## src/pkg/afs_pkg.sv

```systemverilog
// Purpose: Shared constants and carriers for the audio frame/slot sequencer
// Assumes: 32-bit Avalon-MM register window, byte addresses
// Notes:   Offsets, field positions and carriers; rules follow
// Function
// RL1: Shared clocking: receiver uses transmit clock, sync
// RL2: Software matches frame bit totals when shared
// RL3: Software matches mode, sync source, width when shared
// RL4: Shared clocking ignores receive bit clock control
// RL5: Independent clocking: separate clocks, syncs, events
// RL6: Burst: one slot per sync edge
// RL7: Burst sync-to-data delay of 0, 1, 2
// RL8: Burst sync pulse is one bit wide; code makes it a slot wide when the sync width bit is set
// RL9: Internal transmit burst sync waits for data
// RL10: Internal receive burst sync waits for read
// RL11: Software enables slot 0 only in burst
// RL12: Software sets 2 to 32 TDM slots
// RL13: Sequencers count slots from sync, check mask
// RL14: Inactive slot: no buffer update, no event
// RL15: Inactive slot drive: hi-z, low or high
// RL16: Transmit event for slot N in N-1
// RL17: Copy in slot N raises event for N+1
// RL18: Skipped slots: event in first bit of M-1
// RL19: Receive event only after data stored
// RL20: Receiver supports 384-slot block mode
// RL21: Software enables all receive slots in 384 mode
// RL22: Receive sync driven by start-of-block signal
package afs_pkg;
  // Register byte offsets
  localparam logic [7:0] AFS_OFS_CTRL   = 8'h00;
  localparam logic [7:0] AFS_OFS_TXFMT  = 8'h04;
  localparam logic [7:0] AFS_OFS_RXFMT  = 8'h08;
  localparam logic [7:0] AFS_OFS_TXMASK = 8'h0C;
  localparam logic [7:0] AFS_OFS_RXMASK = 8'h10;
  localparam logic [7:0] AFS_OFS_TXDATA = 8'h14;
  localparam logic [7:0] AFS_OFS_RXDATA = 8'h18;
  localparam logic [7:0] AFS_OFS_STAT   = 8'h1C;
  localparam logic [7:0] AFS_OFS_RXBC   = 8'h20;
  // Control field positions
  localparam int AFS_C_INDEP = 0;  // independent_clocking_select
  localparam int AFS_C_TXSRC = 1;  // tx_sync_source, 1 = internal
  localparam int AFS_C_RXSRC = 2;  // rx_sync_source, 1 = internal
  localparam int AFS_C_TXWID = 3;  // tx_sync_width, 0 = one bit
  localparam int AFS_C_RXWID = 4;  // rx_sync_width, 0 = one bit
  localparam int AFS_C_TXDLY = 5;  // Two-bit transmit data delay
  localparam int AFS_C_RXDLY = 7;  // Two-bit receive data delay
  localparam int AFS_C_DRV   = 9;  // Two-bit inactive_slot_drive
  localparam int AFS_C_TXEN  = 11; // Transmit sequencer run
  localparam int AFS_C_RXEN  = 12; // Receive sequencer run
  // Format and status field positions
  localparam int AFS_F_CNT    = 0;  // Nine-bit slot count
  localparam int AFS_F_SZ     = 16; // Five-bit slot size minus one
  localparam int AFS_S_TXSLOT = 4;
  localparam int AFS_S_RXSLOT = 16;
  // Reset values
  localparam logic [31:0] AFS_RST_CTRL = 32'h0000_0000;
  localparam logic [31:0] AFS_RST_FMT  = 32'h0000_0000;
  localparam logic [31:0] AFS_RST_MASK = 32'h0000_0000;
  // Slot count codes and inactive drive codes
  localparam logic [8:0] AFS_BURST     = 9'h000;
  localparam logic [8:0] AFS_DIR_SLOTS = 9'h180;
  localparam logic [1:0] AFS_DRV_HIZ   = 2'h0;
  localparam logic [1:0] AFS_DRV_LOW   = 2'h1;
  localparam logic [1:0] AFS_DRV_HIGH  = 2'h2;
  // One direction's sequencer
  typedef struct packed {
    logic        in_frame; // Slots being shifted
    logic [1:0]  dly;      // Remaining sync-to-data delay
    logic [4:0]  bitc;     // Bit within slot
    logic [8:0]  slot;     // Slot within frame
    logic [31:0] shift;    // serializer_shift_register
    logic [31:0] data;     // serializer_buffer
    logic        full;     // Buffer holds unserviced word
    logic        fs_gen;   // Internally made frame sync
    logic [4:0]  fs_cnt;   // Extra bit clocks of sync
    logic        fs_prev;  // Sync level at last bit event
  } afs_seq_t;
  // Whole block state
  typedef struct packed {
    logic [31:0] ctrl, txfmt, rxfmt, txmask, rxmask;
    logic        rxbc;     // rx_bit_clock_control: sample on fall
    logic [2:0]  tck, rck; // Bit clock synchronisers plus edge tap
    logic [1:0]  tfs, rfs, rdat;
    afs_seq_t    tx, rx;
    logic        tx_pin, tx_oe_n, tfs_oe_n, rfs_oe_n;
    logic        wreq, tx_dma, rx_dma;
    logic [31:0] rdata;
  } afs_state_t;
endpackage : afs_pkg

```

## src/hw/afs_seq_top.sv

```systemverilog
// Purpose: Frame and slot sequencing for one transmit and one receive serializer
// Assumes: Bit clocks far slower than clk_sys_i; rising-edge frame syncs
// Notes:   Transmit shifts on bit clock fall, receive samples on rise, or on fall when independent with rxbc set
`timescale 1ns/1ps
module afs_seq_top (
  // System
  input  wire logic        clk_sys_i,
  input  wire logic        rst_i,
  // Avalon-MM slave
  input  wire logic [7:0]  avs_address_i,
  input  wire logic        avs_read_i,
  input  wire logic        avs_write_i,
  input  wire logic [31:0] avs_writedata_i,
  input  wire logic [3:0]  avs_byteenable_i,
  output logic      [31:0] avs_readdata_o,
  output logic             avs_waitrequest_o,
  // Bit clocks
  input  wire logic        tx_bit_clock_pin_i,
  input  wire logic        rx_bit_clock_pin_i,
  // Frame syncs
  input  wire logic        tx_frame_sync_pin_i,
  output logic             tx_frame_sync_pin_o,
  output logic             tx_frame_sync_pin_oe_n_o,
  input  wire logic        rx_frame_sync_pin_i,
  output logic             rx_frame_sync_pin_o,
  output logic             rx_frame_sync_pin_oe_n_o,
  // Serial data
  output logic             serial_data_pin0_o,
  output logic             serial_data_pin0_oe_n_o,
  input  wire logic        serial_data_pin1_i,
  // DMA requests
  output logic             tx_dma_request_o,
  output logic             rx_dma_request_o
);
  afs_pkg::afs_state_t s_reg, s_next; // All state

  // Slot enable, with 384-slot mode forcing every slot on
  function automatic logic slot_on(input logic [31:0] m, input logic [8:0] c,
                                   input logic [8:0] sl);
    return (c == afs_pkg::AFS_DIR_SLOTS) | m[sl[4:0]];
  endfunction : slot_on

  // Following slot, wrapping at frame end
  function automatic logic [8:0] nxt(input logic [8:0] sl, input logic [8:0] last);
    return (sl == last) ? afs_pkg::AFS_BURST : 9'(sl + 9'h001);
  endfunction : nxt

  // Decoded controls
  logic       indep, tx_en, rx_en, txsrc, rxsrc;
  logic [1:0] tdly, rdly, drv;
  logic [8:0] tx_cnt, rx_cnt, tx_last, rx_last;
  logic [4:0] tx_sz, rx_sz;
  assign indep   = s_reg.ctrl[afs_pkg::AFS_C_INDEP];
  assign tx_en   = s_reg.ctrl[afs_pkg::AFS_C_TXEN];
  assign rx_en   = s_reg.ctrl[afs_pkg::AFS_C_RXEN];
  assign txsrc   = s_reg.ctrl[afs_pkg::AFS_C_TXSRC];
  assign rxsrc   = s_reg.ctrl[afs_pkg::AFS_C_RXSRC];
  assign tdly    = s_reg.ctrl[afs_pkg::AFS_C_TXDLY +: 2];
  assign rdly    = s_reg.ctrl[afs_pkg::AFS_C_RXDLY +: 2];
  assign drv     = s_reg.ctrl[afs_pkg::AFS_C_DRV +: 2];
  assign tx_cnt  = s_reg.txfmt[afs_pkg::AFS_F_CNT +: 9];
  assign rx_cnt  = s_reg.rxfmt[afs_pkg::AFS_F_CNT +: 9];
  assign tx_sz   = s_reg.txfmt[afs_pkg::AFS_F_SZ +: 5];
  assign rx_sz   = s_reg.rxfmt[afs_pkg::AFS_F_SZ +: 5];
  assign tx_last = (tx_cnt == afs_pkg::AFS_BURST) ? tx_cnt : 9'(tx_cnt - 9'h001);
  assign rx_last = (rx_cnt == afs_pkg::AFS_BURST) ? rx_cnt : 9'(rx_cnt - 9'h001);

  // Bit clock edges from the second synchroniser stage only
  logic tck_rise, tck_fall, rck_rise, rck_fall, tx_ev, rx_ev;
  assign tck_rise = s_reg.tck[1] & ~s_reg.tck[2];
  assign tck_fall = ~s_reg.tck[1] & s_reg.tck[2];
  assign rck_rise = s_reg.rck[1] & ~s_reg.rck[2];
  assign rck_fall = ~s_reg.rck[1] & s_reg.rck[2];
  assign tx_ev    = tx_en & tck_fall;
  // Shared mode takes transmit clock; receive control only counts when independent
  assign rx_ev    = rx_en & (indep ? (s_reg.rxbc ? rck_fall : rck_rise) : tck_rise); // RL1 RL4 RL5

  // Frame sync sources and active edges
  logic tx_fs, rx_fs, tx_edge, rx_edge;
  assign tx_fs   = txsrc ? s_reg.tx.fs_gen : s_reg.tfs[1];
  assign rx_fs   = indep ? (rxsrc ? s_reg.rx.fs_gen : s_reg.rfs[1]) : tx_fs; // RL1 RL5
  assign tx_edge = tx_fs & ~s_reg.tx.fs_prev;
  assign rx_edge = rx_fs & ~s_reg.rx.fs_prev;

  // Per-event slot position; an edge restarts at slot 0 bit 0
  logic [1:0] tx_d0, rx_d0;
  logic [4:0] tx_bit, rx_bit;
  logic [8:0] tx_sl, rx_sl;
  logic       tx_go, rx_go, tx_act, rx_act, tx_nxt, tx_first, tx_req_c, tx_copy;
  logic       rx_store;
  assign tx_d0    = tx_edge ? tdly : s_reg.tx.dly;
  assign rx_d0    = rx_edge ? rdly : s_reg.rx.dly;
  // Clocks outside a frame shift nothing
  assign tx_go    = tx_ev & (tx_edge | s_reg.tx.in_frame) & (tx_d0 == 2'h0); // RL6 RL7
  assign rx_go    = rx_ev & (rx_edge | s_reg.rx.in_frame) & (rx_d0 == 2'h0); // RL6 RL7
  assign tx_bit   = tx_edge ? 5'h00 : s_reg.tx.bitc;
  assign rx_bit   = rx_edge ? 5'h00 : s_reg.rx.bitc;
  assign tx_sl    = tx_edge ? afs_pkg::AFS_BURST : s_reg.tx.slot;
  assign rx_sl    = rx_edge ? afs_pkg::AFS_BURST : s_reg.rx.slot;
  assign tx_act   = slot_on(s_reg.txmask, tx_cnt, tx_sl); // RL13
  assign rx_act   = slot_on(s_reg.rxmask, rx_cnt, rx_sl); // RL13 RL20
  assign tx_nxt   = slot_on(s_reg.txmask, tx_cnt, nxt(tx_sl, tx_last));
  assign tx_first = tx_go & (tx_bit == 5'h00);
  // Event for next active slot in first bit of the slot before it
  assign tx_req_c = tx_first & tx_nxt; // RL16 RL17 RL18
  assign tx_copy  = tx_first & tx_act; // RL14
  assign rx_store = rx_go & (rx_bit == rx_sz) & rx_act; // RL14 RL19

  // Bus handshake: request seen, answered with waitrequest low next cycle
  logic req, acc, tx_wr;
  logic [31:0] bmask;
  assign req   = avs_read_i | avs_write_i;
  assign acc   = req & ~s_reg.wreq;
  assign tx_wr = acc & avs_write_i & (avs_address_i == afs_pkg::AFS_OFS_TXDATA);
  assign bmask = {{8{avs_byteenable_i[3]}}, {8{avs_byteenable_i[2]}},
                  {8{avs_byteenable_i[1]}}, {8{avs_byteenable_i[0]}}};

  // Next state
  always_comb begin
    logic [31:0] rd;
    logic [31:0] sh;
    rd = '0;
    sh = '0;
    s_next = s_reg;
    // Synchronisers
    s_next.tck  = {s_reg.tck[1:0], tx_bit_clock_pin_i};
    s_next.rck  = {s_reg.rck[1:0], rx_bit_clock_pin_i};
    s_next.tfs  = {s_reg.tfs[0], tx_frame_sync_pin_i};
    s_next.rfs  = {s_reg.rfs[0], rx_frame_sync_pin_i};
    s_next.rdat = {s_reg.rdat[0], serial_data_pin1_i};
    s_next.tx_dma = 1'b0;
    s_next.rx_dma = 1'b0;
    s_next.tfs_oe_n = ~txsrc;
    s_next.rfs_oe_n = ~(rxsrc & indep);
    // Read mux
    unique case (avs_address_i)
      afs_pkg::AFS_OFS_CTRL:   rd = s_reg.ctrl;
      afs_pkg::AFS_OFS_TXFMT:  rd = s_reg.txfmt;
      afs_pkg::AFS_OFS_RXFMT:  rd = s_reg.rxfmt;
      afs_pkg::AFS_OFS_TXMASK: rd = s_reg.txmask;
      afs_pkg::AFS_OFS_RXMASK: rd = s_reg.rxmask;
      afs_pkg::AFS_OFS_TXDATA: rd = s_reg.tx.data;
      afs_pkg::AFS_OFS_RXDATA: rd = s_reg.rx.data;
      afs_pkg::AFS_OFS_RXBC:   rd[0] = s_reg.rxbc;
      afs_pkg::AFS_OFS_STAT: begin
        rd[3:0] = {s_reg.rx.in_frame, s_reg.tx.in_frame, s_reg.rx.full, s_reg.tx.full};
        rd[afs_pkg::AFS_S_TXSLOT +: 9] = s_reg.tx.slot;
        rd[afs_pkg::AFS_S_RXSLOT +: 9] = s_reg.rx.slot;
      end
      default: rd = '0; // Unmapped reads as zero
    endcase
    // Bus phases
    s_next.wreq = 1'b1;
    if (req && s_reg.wreq) begin
      s_next.wreq  = 1'b0;
      s_next.rdata = rd;
    end else if (acc && avs_write_i) begin
      unique case (avs_address_i)
        afs_pkg::AFS_OFS_CTRL:   s_next.ctrl = (s_reg.ctrl & ~bmask) | (avs_writedata_i & bmask);
        afs_pkg::AFS_OFS_TXFMT:  s_next.txfmt = (s_reg.txfmt & ~bmask) | (avs_writedata_i & bmask);
        afs_pkg::AFS_OFS_RXFMT:  s_next.rxfmt = (s_reg.rxfmt & ~bmask) | (avs_writedata_i & bmask);
        afs_pkg::AFS_OFS_TXMASK: s_next.txmask = (s_reg.txmask & ~bmask) | (avs_writedata_i & bmask);
        afs_pkg::AFS_OFS_RXMASK: s_next.rxmask = (s_reg.rxmask & ~bmask) | (avs_writedata_i & bmask);
        afs_pkg::AFS_OFS_RXBC:   if (avs_byteenable_i[0]) s_next.rxbc = avs_writedata_i[0];
        default: ; // Transmit data written below; read-only or unmapped: ignored
      endcase
    end else if (acc && avs_address_i == afs_pkg::AFS_OFS_RXDATA) begin
      s_next.rx.full = 1'b0; // Read services buffer; a store below wins
    end

    // Transmit sequencer
    if (!tx_en) begin
      s_next.tx.in_frame = 1'b0;
      s_next.tx.fs_gen   = 1'b0;
      s_next.tx_oe_n     = 1'b1;
    end else if (tx_ev) begin
      s_next.tx.fs_prev = tx_fs;
      if (s_reg.tx.fs_gen) begin
        if (s_reg.tx.fs_cnt == 5'h00) s_next.tx.fs_gen = 1'b0; // RL8
        else s_next.tx.fs_cnt = 5'(s_reg.tx.fs_cnt - 5'h01);
      end else if (txsrc && !s_reg.tx.in_frame &&
                   (tx_cnt != afs_pkg::AFS_BURST || s_reg.tx.full)) begin
        s_next.tx.fs_gen = 1'b1; // RL9
        s_next.tx.fs_cnt = s_reg.ctrl[afs_pkg::AFS_C_TXWID] ? tx_sz : 5'h00; // RL8
      end
      if (tx_edge) s_next.tx.in_frame = 1'b1;
      if ((tx_edge || s_reg.tx.in_frame) && tx_d0 != 2'h0) s_next.tx.dly = 2'(tx_d0 - 2'h1); // RL7
      else s_next.tx.dly = 2'h0;
      if (tx_go) begin
        sh = tx_copy ? s_reg.tx.data : s_reg.tx.shift;
        if (tx_copy) s_next.tx.full = 1'b0;
        if (tx_act) begin
          s_next.tx_pin  = sh[tx_sz];
          s_next.tx_oe_n = 1'b0;
        end else begin
          // Inactive slot pin state
          unique case (drv)
            afs_pkg::AFS_DRV_LOW:  {s_next.tx_pin, s_next.tx_oe_n} = 2'b00; // RL15
            afs_pkg::AFS_DRV_HIGH: {s_next.tx_pin, s_next.tx_oe_n} = 2'b10; // RL15
            default:               {s_next.tx_pin, s_next.tx_oe_n} = 2'b01; // RL15
          endcase
        end
        s_next.tx.shift = sh << 1;
        s_next.tx_dma   = tx_req_c; // RL16 RL17 RL18
        s_next.tx.slot  = tx_sl;
        s_next.tx.bitc  = 5'(tx_bit + 5'h01);
        if (tx_bit == tx_sz) begin
          s_next.tx.bitc = 5'h00;
          if (tx_sl == tx_last) s_next.tx.in_frame = 1'b0; // RL6 RL13
          else s_next.tx.slot = nxt(tx_sl, tx_last); // RL13
        end
      end else if (!s_reg.tx.in_frame && !tx_edge) begin
        s_next.tx_oe_n = 1'b1; // Released between frames
      end
    end
    // Software write sets the buffer; beats a same-cycle copy
    if (tx_wr) begin
      s_next.tx.data = (s_reg.tx.data & ~bmask) | (avs_writedata_i & bmask);
      s_next.tx.full = 1'b1;
    end

    // Receive sequencer
    if (!rx_en) begin
      s_next.rx.in_frame = 1'b0;
      s_next.rx.fs_gen   = 1'b0;
    end else if (rx_ev) begin
      s_next.rx.fs_prev = rx_fs;
      if (s_reg.rx.fs_gen) begin
        if (s_reg.rx.fs_cnt == 5'h00) s_next.rx.fs_gen = 1'b0; // RL8
        else s_next.rx.fs_cnt = 5'(s_reg.rx.fs_cnt - 5'h01);
      end else if (indep && rxsrc && !s_reg.rx.in_frame &&
                   (rx_cnt != afs_pkg::AFS_BURST || !s_reg.rx.full)) begin
        s_next.rx.fs_gen = 1'b1; // RL10
        s_next.rx.fs_cnt = s_reg.ctrl[afs_pkg::AFS_C_RXWID] ? rx_sz : 5'h00; // RL8
      end
      if (rx_edge) s_next.rx.in_frame = 1'b1;
      if ((rx_edge || s_reg.rx.in_frame) && rx_d0 != 2'h0) s_next.rx.dly = 2'(rx_d0 - 2'h1); // RL7
      else s_next.rx.dly = 2'h0;
      if (rx_go) begin
        sh = {s_reg.rx.shift[30:0], s_reg.rdat[1]};
        s_next.rx.shift = sh;
        if (rx_store) begin
          s_next.rx.data = sh & ~(32'hFFFF_FFFE << rx_sz); // RL19
          s_next.rx.full = 1'b1;
          s_next.rx_dma  = 1'b1; // RL19
        end
        s_next.rx.slot = rx_sl;
        s_next.rx.bitc = 5'(rx_bit + 5'h01);
        if (rx_bit == rx_sz) begin
          s_next.rx.bitc = 5'h00;
          if (rx_sl == rx_last) s_next.rx.in_frame = 1'b0; // RL6 RL13 RL20
          else s_next.rx.slot = nxt(rx_sl, rx_last); // RL13 RL20
        end
      end
    end
  end

  // State register; idle, pins released, bus busy during reset
  always_ff @(posedge clk_sys_i) begin
    if (rst_i) begin
      s_reg          <= '0;
      s_reg.ctrl     <= afs_pkg::AFS_RST_CTRL;
      s_reg.txfmt    <= afs_pkg::AFS_RST_FMT;
      s_reg.rxfmt    <= afs_pkg::AFS_RST_FMT;
      s_reg.txmask   <= afs_pkg::AFS_RST_MASK;
      s_reg.rxmask   <= afs_pkg::AFS_RST_MASK;
      s_reg.tx_oe_n  <= 1'b1;
      s_reg.tfs_oe_n <= 1'b1;
      s_reg.rfs_oe_n <= 1'b1;
      s_reg.wreq     <= 1'b1;
    end else begin
      s_reg <= s_next;
    end
  end

  // Outputs straight from state flops
  assign avs_readdata_o           = s_reg.rdata;
  assign avs_waitrequest_o        = s_reg.wreq;
  assign tx_frame_sync_pin_o      = s_reg.tx.fs_gen;
  assign tx_frame_sync_pin_oe_n_o = s_reg.tfs_oe_n;
  assign rx_frame_sync_pin_o      = s_reg.rx.fs_gen;
  assign rx_frame_sync_pin_oe_n_o = s_reg.rfs_oe_n;
  assign serial_data_pin0_o       = s_reg.tx_pin;
  assign serial_data_pin0_oe_n_o  = s_reg.tx_oe_n;
  assign tx_dma_request_o         = s_reg.tx_dma;
  assign rx_dma_request_o         = s_reg.rx_dma;
endmodule : afs_seq_top

```

## config.mk

```make
export PLATFORM = sky130hd
export DESIGN_NAME = afs_seq_top
export DESIGN_NICKNAME = d
export VERILOG_FILES = /design/src/pkg/afs_pkg.sv /design/src/hw/afs_seq_top.sv
export SDC_FILE = /design/constraint.sdc
export NUM_CORES = 1
export LEC_CHECK = 0
export BUFFER_PORTS_ARGS = -buffer_cell sky130_fd_sc_hd__buf_2
export CORE_MARGIN = 2
export CORE_UTILIZATION = 55
export DETAILED_ROUTE_END_ITERATION = 6
export PLACE_DENSITY = 0.75
export SYNTH_ARGS = -nofsm -noshare
export SYNTH_HDL_FRONTEND = slang
export SYNTH_SLANG_ARGS = --single-unit
```

## constraint.sdc

```tcl
create_clock -name clk_sys_i -period 4.16 [get_ports clk_sys_i]
set_input_delay 0.416 -clock clk_sys_i [delete_from_list [all_inputs] [get_ports clk_sys_i]]
set_output_delay 0.416 -clock clk_sys_i [all_outputs]
set_load 0.02 [all_outputs]
```

==> metrics.md <==
| Metric | Value |
|---|---|
| Status | `complete, no violations` |
| CTS tree | `yes` |
| Slew @ Worst Pin | `1058 ps` |
| CTS Buffer Depth | `3` |
| Hold WC Path Type | `primary input to flop` |
| First-pass GRT wire length | `106100 um` |
| Crit path launch type | `flop` |
| Clock Latency Late Sink | `580 ps` |
| Final setup viols | `0` |
| Vias | `19.64k` |
| Placed inst area | `20380 um2` |
| EDFF count, synth | `0` |
| Nets@finish | `2601` |
| Die area | `37200 um2` |
| Max rail drop VDD | `0.3917 mV` |
| Mean Syn Cell Area | `7.753 um2` |
| Post-CTS sizing | `0` |
| FMAX | `264.1 MHz` |
| Hold Fails Final Rpt | `0` |
| Yosys warns | `0` |
| Most common library cell in the layout ignoring fill and taps | `nand2_1` |
| DRT iter0 DRCs | `2785` |
| Pin count of the biggest net entering global routing | `99` |
| Min-delay src | `tx_bit_clock_pin_i` |
| IO Port Bufs | `93` |
| CTS Buf Count | `43` |
| Clk_skew | `9.775 ps` |
| Initial antenna violation count | `1` |
| Max cap viols | `0` |
| Global route total overflow | `0` |
| Cell chain of the critical path | `mux2_2, mux2i_4, nor2_1, mux2i_1, ha_1, inv_1, a211oi_4, nand2_1, a2111oi_4, nor2b_4, o311ai_0, a21oi_1` |
| DRC viols | `0` |
| H-tree depth | `2` |
| Leakage | `0.007044 uW` |
| Synth area leader | `dfxtp_1` |
| Vias per inst | `6.488` |
| Clock sinks | `388` |
| Unrepaired setup endpoints after global routing | `false` |
| Reg2reg setup slack | `370 ps` |
| Final Power | `7929 uW` |
| Die height | `192.9 um` |
| Commonest cells after routing, fill and taps aside | `nand2_1 (539), dfxtp_1 (388), a21oi_1 (320)` |
| Die width | `192.9 um` |
| Total track usage | `37.37%` |
| Post-Synthesis Cells | `2531` |
| Layout Area Growth over Synthesis | `11.43%` |
| # diodes | `0` |
| Worst setup EP type | `flop` |
| Bufs and invs on worst path | `1` |
| Drt total wl | `70310 um` |
| # hold bufs at CTS | `0` |
| Net Count, Synth | `2599` |
| Routed len/inst | `23.23 um` |
| Final WS setup | `373.3 ps` |
| # IOs | `94` |
| PD cells | `362.6 nW/um2` |
| Postcts setup bufs | `0` |
| Top cell type's share of synthesized area | `39.58%` |
| R2r worst-path depth | `12` |
| TNS Setup | `0 ps` |
| DR pass1 iterations | `6` |
| Period utilization | `91.03%` |
| Async set or reset register ratio after synthesis | `0%` |
| Relative slew slack | `29.36%` |
| Hold Path End | `s_next[227]` |
| Initial Util | `55.57%` |
| Post-Syn Area | `19620 um2` |
| Design area | `21860 um2` |
| Flops & latches, synth | `388` |
| Reg clk slew, reported paths | `60 ps` |
| Root buf cell | `clkbuf_16` |
| CP max stage delay | `750 ps` |
| Worst R2R End | `s_reg[52]` |
| Slew Limit Fails | `0` |
| Core Area | `35310 um2` |
| Post-DRT Antenna Nets | `0` |
| Critical path class | `flop to flop` |
| Vias in the first global route | `17.78k` |
| Top_reg_cell synth | `dfxtp_1` |
| Peak fanout along the critical path | `27` |
| Hold path cells | `2` |
| Top delay family on crit path | `simple AND/OR/NAND/NOR gates` |
| Arrival @ worst endpoint | `4290 ps` |
| Synth top area cells | `dfxtp_1 (40%), nand2_1 (10%), a21oi_1 (8.2%), a22oi_1 (4.1%), mux2i_1 (3.7%)` |
| Min Tclk post-route | `3787 ps` |
| Site Rows | `69` |
| CP max stage cell | `nor2b_4` |
| Routability Congestion | `1.004` |
| CP required | `4670 ps` |
| Layout cell share with drive strength beyond 1 | `11.26%` |
| Post-synthesis sequential area ratio | `39.58%` |
| Yosys cell types | `92` |
| Dpl hpwl | `49840 um` |
| Dpl ws | `74.74 ps` |
-- synth_stat cells, types with 8 or more instances --
cell type    n
xnor2_1     20
o22ai_1      8
a221oi_1    15
buf_2       15
nor3_1      26
a211oi_1    50
buf_4       34
nor4_1      11
xor2_1      10
clkbuf_1   147
a21o_1       8
a222oi_1    10
mux2_2      12
and3_1       8
ha_1        15
a22oi_1    107
nand3b_1     8
mux2i_1     72
nor2_1     188
nand4_1     13
nand2b_1    48
or2_2        8
or3_1       12
dfxtp_1    388
a31oi_1     23
nand2_1    539
a21oi_1    320
nor2b_1     35
a22o_1      12
nand3_1     97
o21ai_0     50
a41oi_1     12
inv_1       33
and2_1      15
o211ai_1    18
-- stage by stage --
| step | std cells | util, % | hold WS [ps] |
|---|---|---|---|
| floorplan | 2531 | - | 413.8 |
| global placement | 2948 | 57.71 | 428.5 |
| detailed placement | 2948 | 57.71 | 435.6 |
| CTS | 3026 | 61.82 | 35.90 |
| global route | 3027 | 61.92 | 54.63 |
| finish | 3027 | 61.92 | 50.27 |
-- metal layers --
layer / global-route usage, % / share of wire [%]
met1: 49.44 / 40
met4: 21.40 / 6.2
met3: 5.947 / 10
met2: 57.84 / 44
met5: 0 / 0.014
-- cell type report --
cell class	count	area, um2
tap	461	576.8
sequential	388	7767
clock buffer	62	1247
clock inverter	16	203.9
multi-input combinational	1904	10890
fill	3099	13450
timing repair buffer	161	1049
inverter	35	131.4
-- kinds of logic (layout without fill, tap and decap cells) --
group | Yosys count | in the layout | share of synthesized area, %
AOI/OAI and AO/OA | 717 | 717 | 23.37
DFF | 388 | 388 | 39.58
xor gates and xnor gates | 31 | 31 | 1.454
adders and majority gates | 15 | 15 | 0.9564
muxes | 92 | 92 | 5.241
buffers and inverters | 240 | 274 | 5.414
and+or+nand+nor | 1048 | 1049 | 23.98
-- how the worst max path moves through the flow --
| stage | from | to | slack, ps | cells past startpoint |
|---|---|---|---|---|
| 2_1_floorplan | tx_frame_sync_pin_o | tx_dma_request_o | 150 | 18 |
| 3_3_place_gp | flop | s_reg[48] | 300 | 12 |
| 3_5_place_dp | flop | s_reg[52] | 70 | 12 |
| 4_1_cts | flop | s_reg[52] | 60 | 12 |
| 5_1_grt | flop | tx_dma_request_o | 70 | 18 |
| 6_report | flop | s_reg[52] | 370 | 12 |
-- where the power goes --
part	leakage [uW]	switching, uW	internal (uW)
Sequential	0.00313	5.38	3720
Clock	0.000715	1620	2340
Combinational	0.00320	185	57.6
Total	0.00704	1810	6120
No activity file was read; power rests on OpenSTA's default activity.
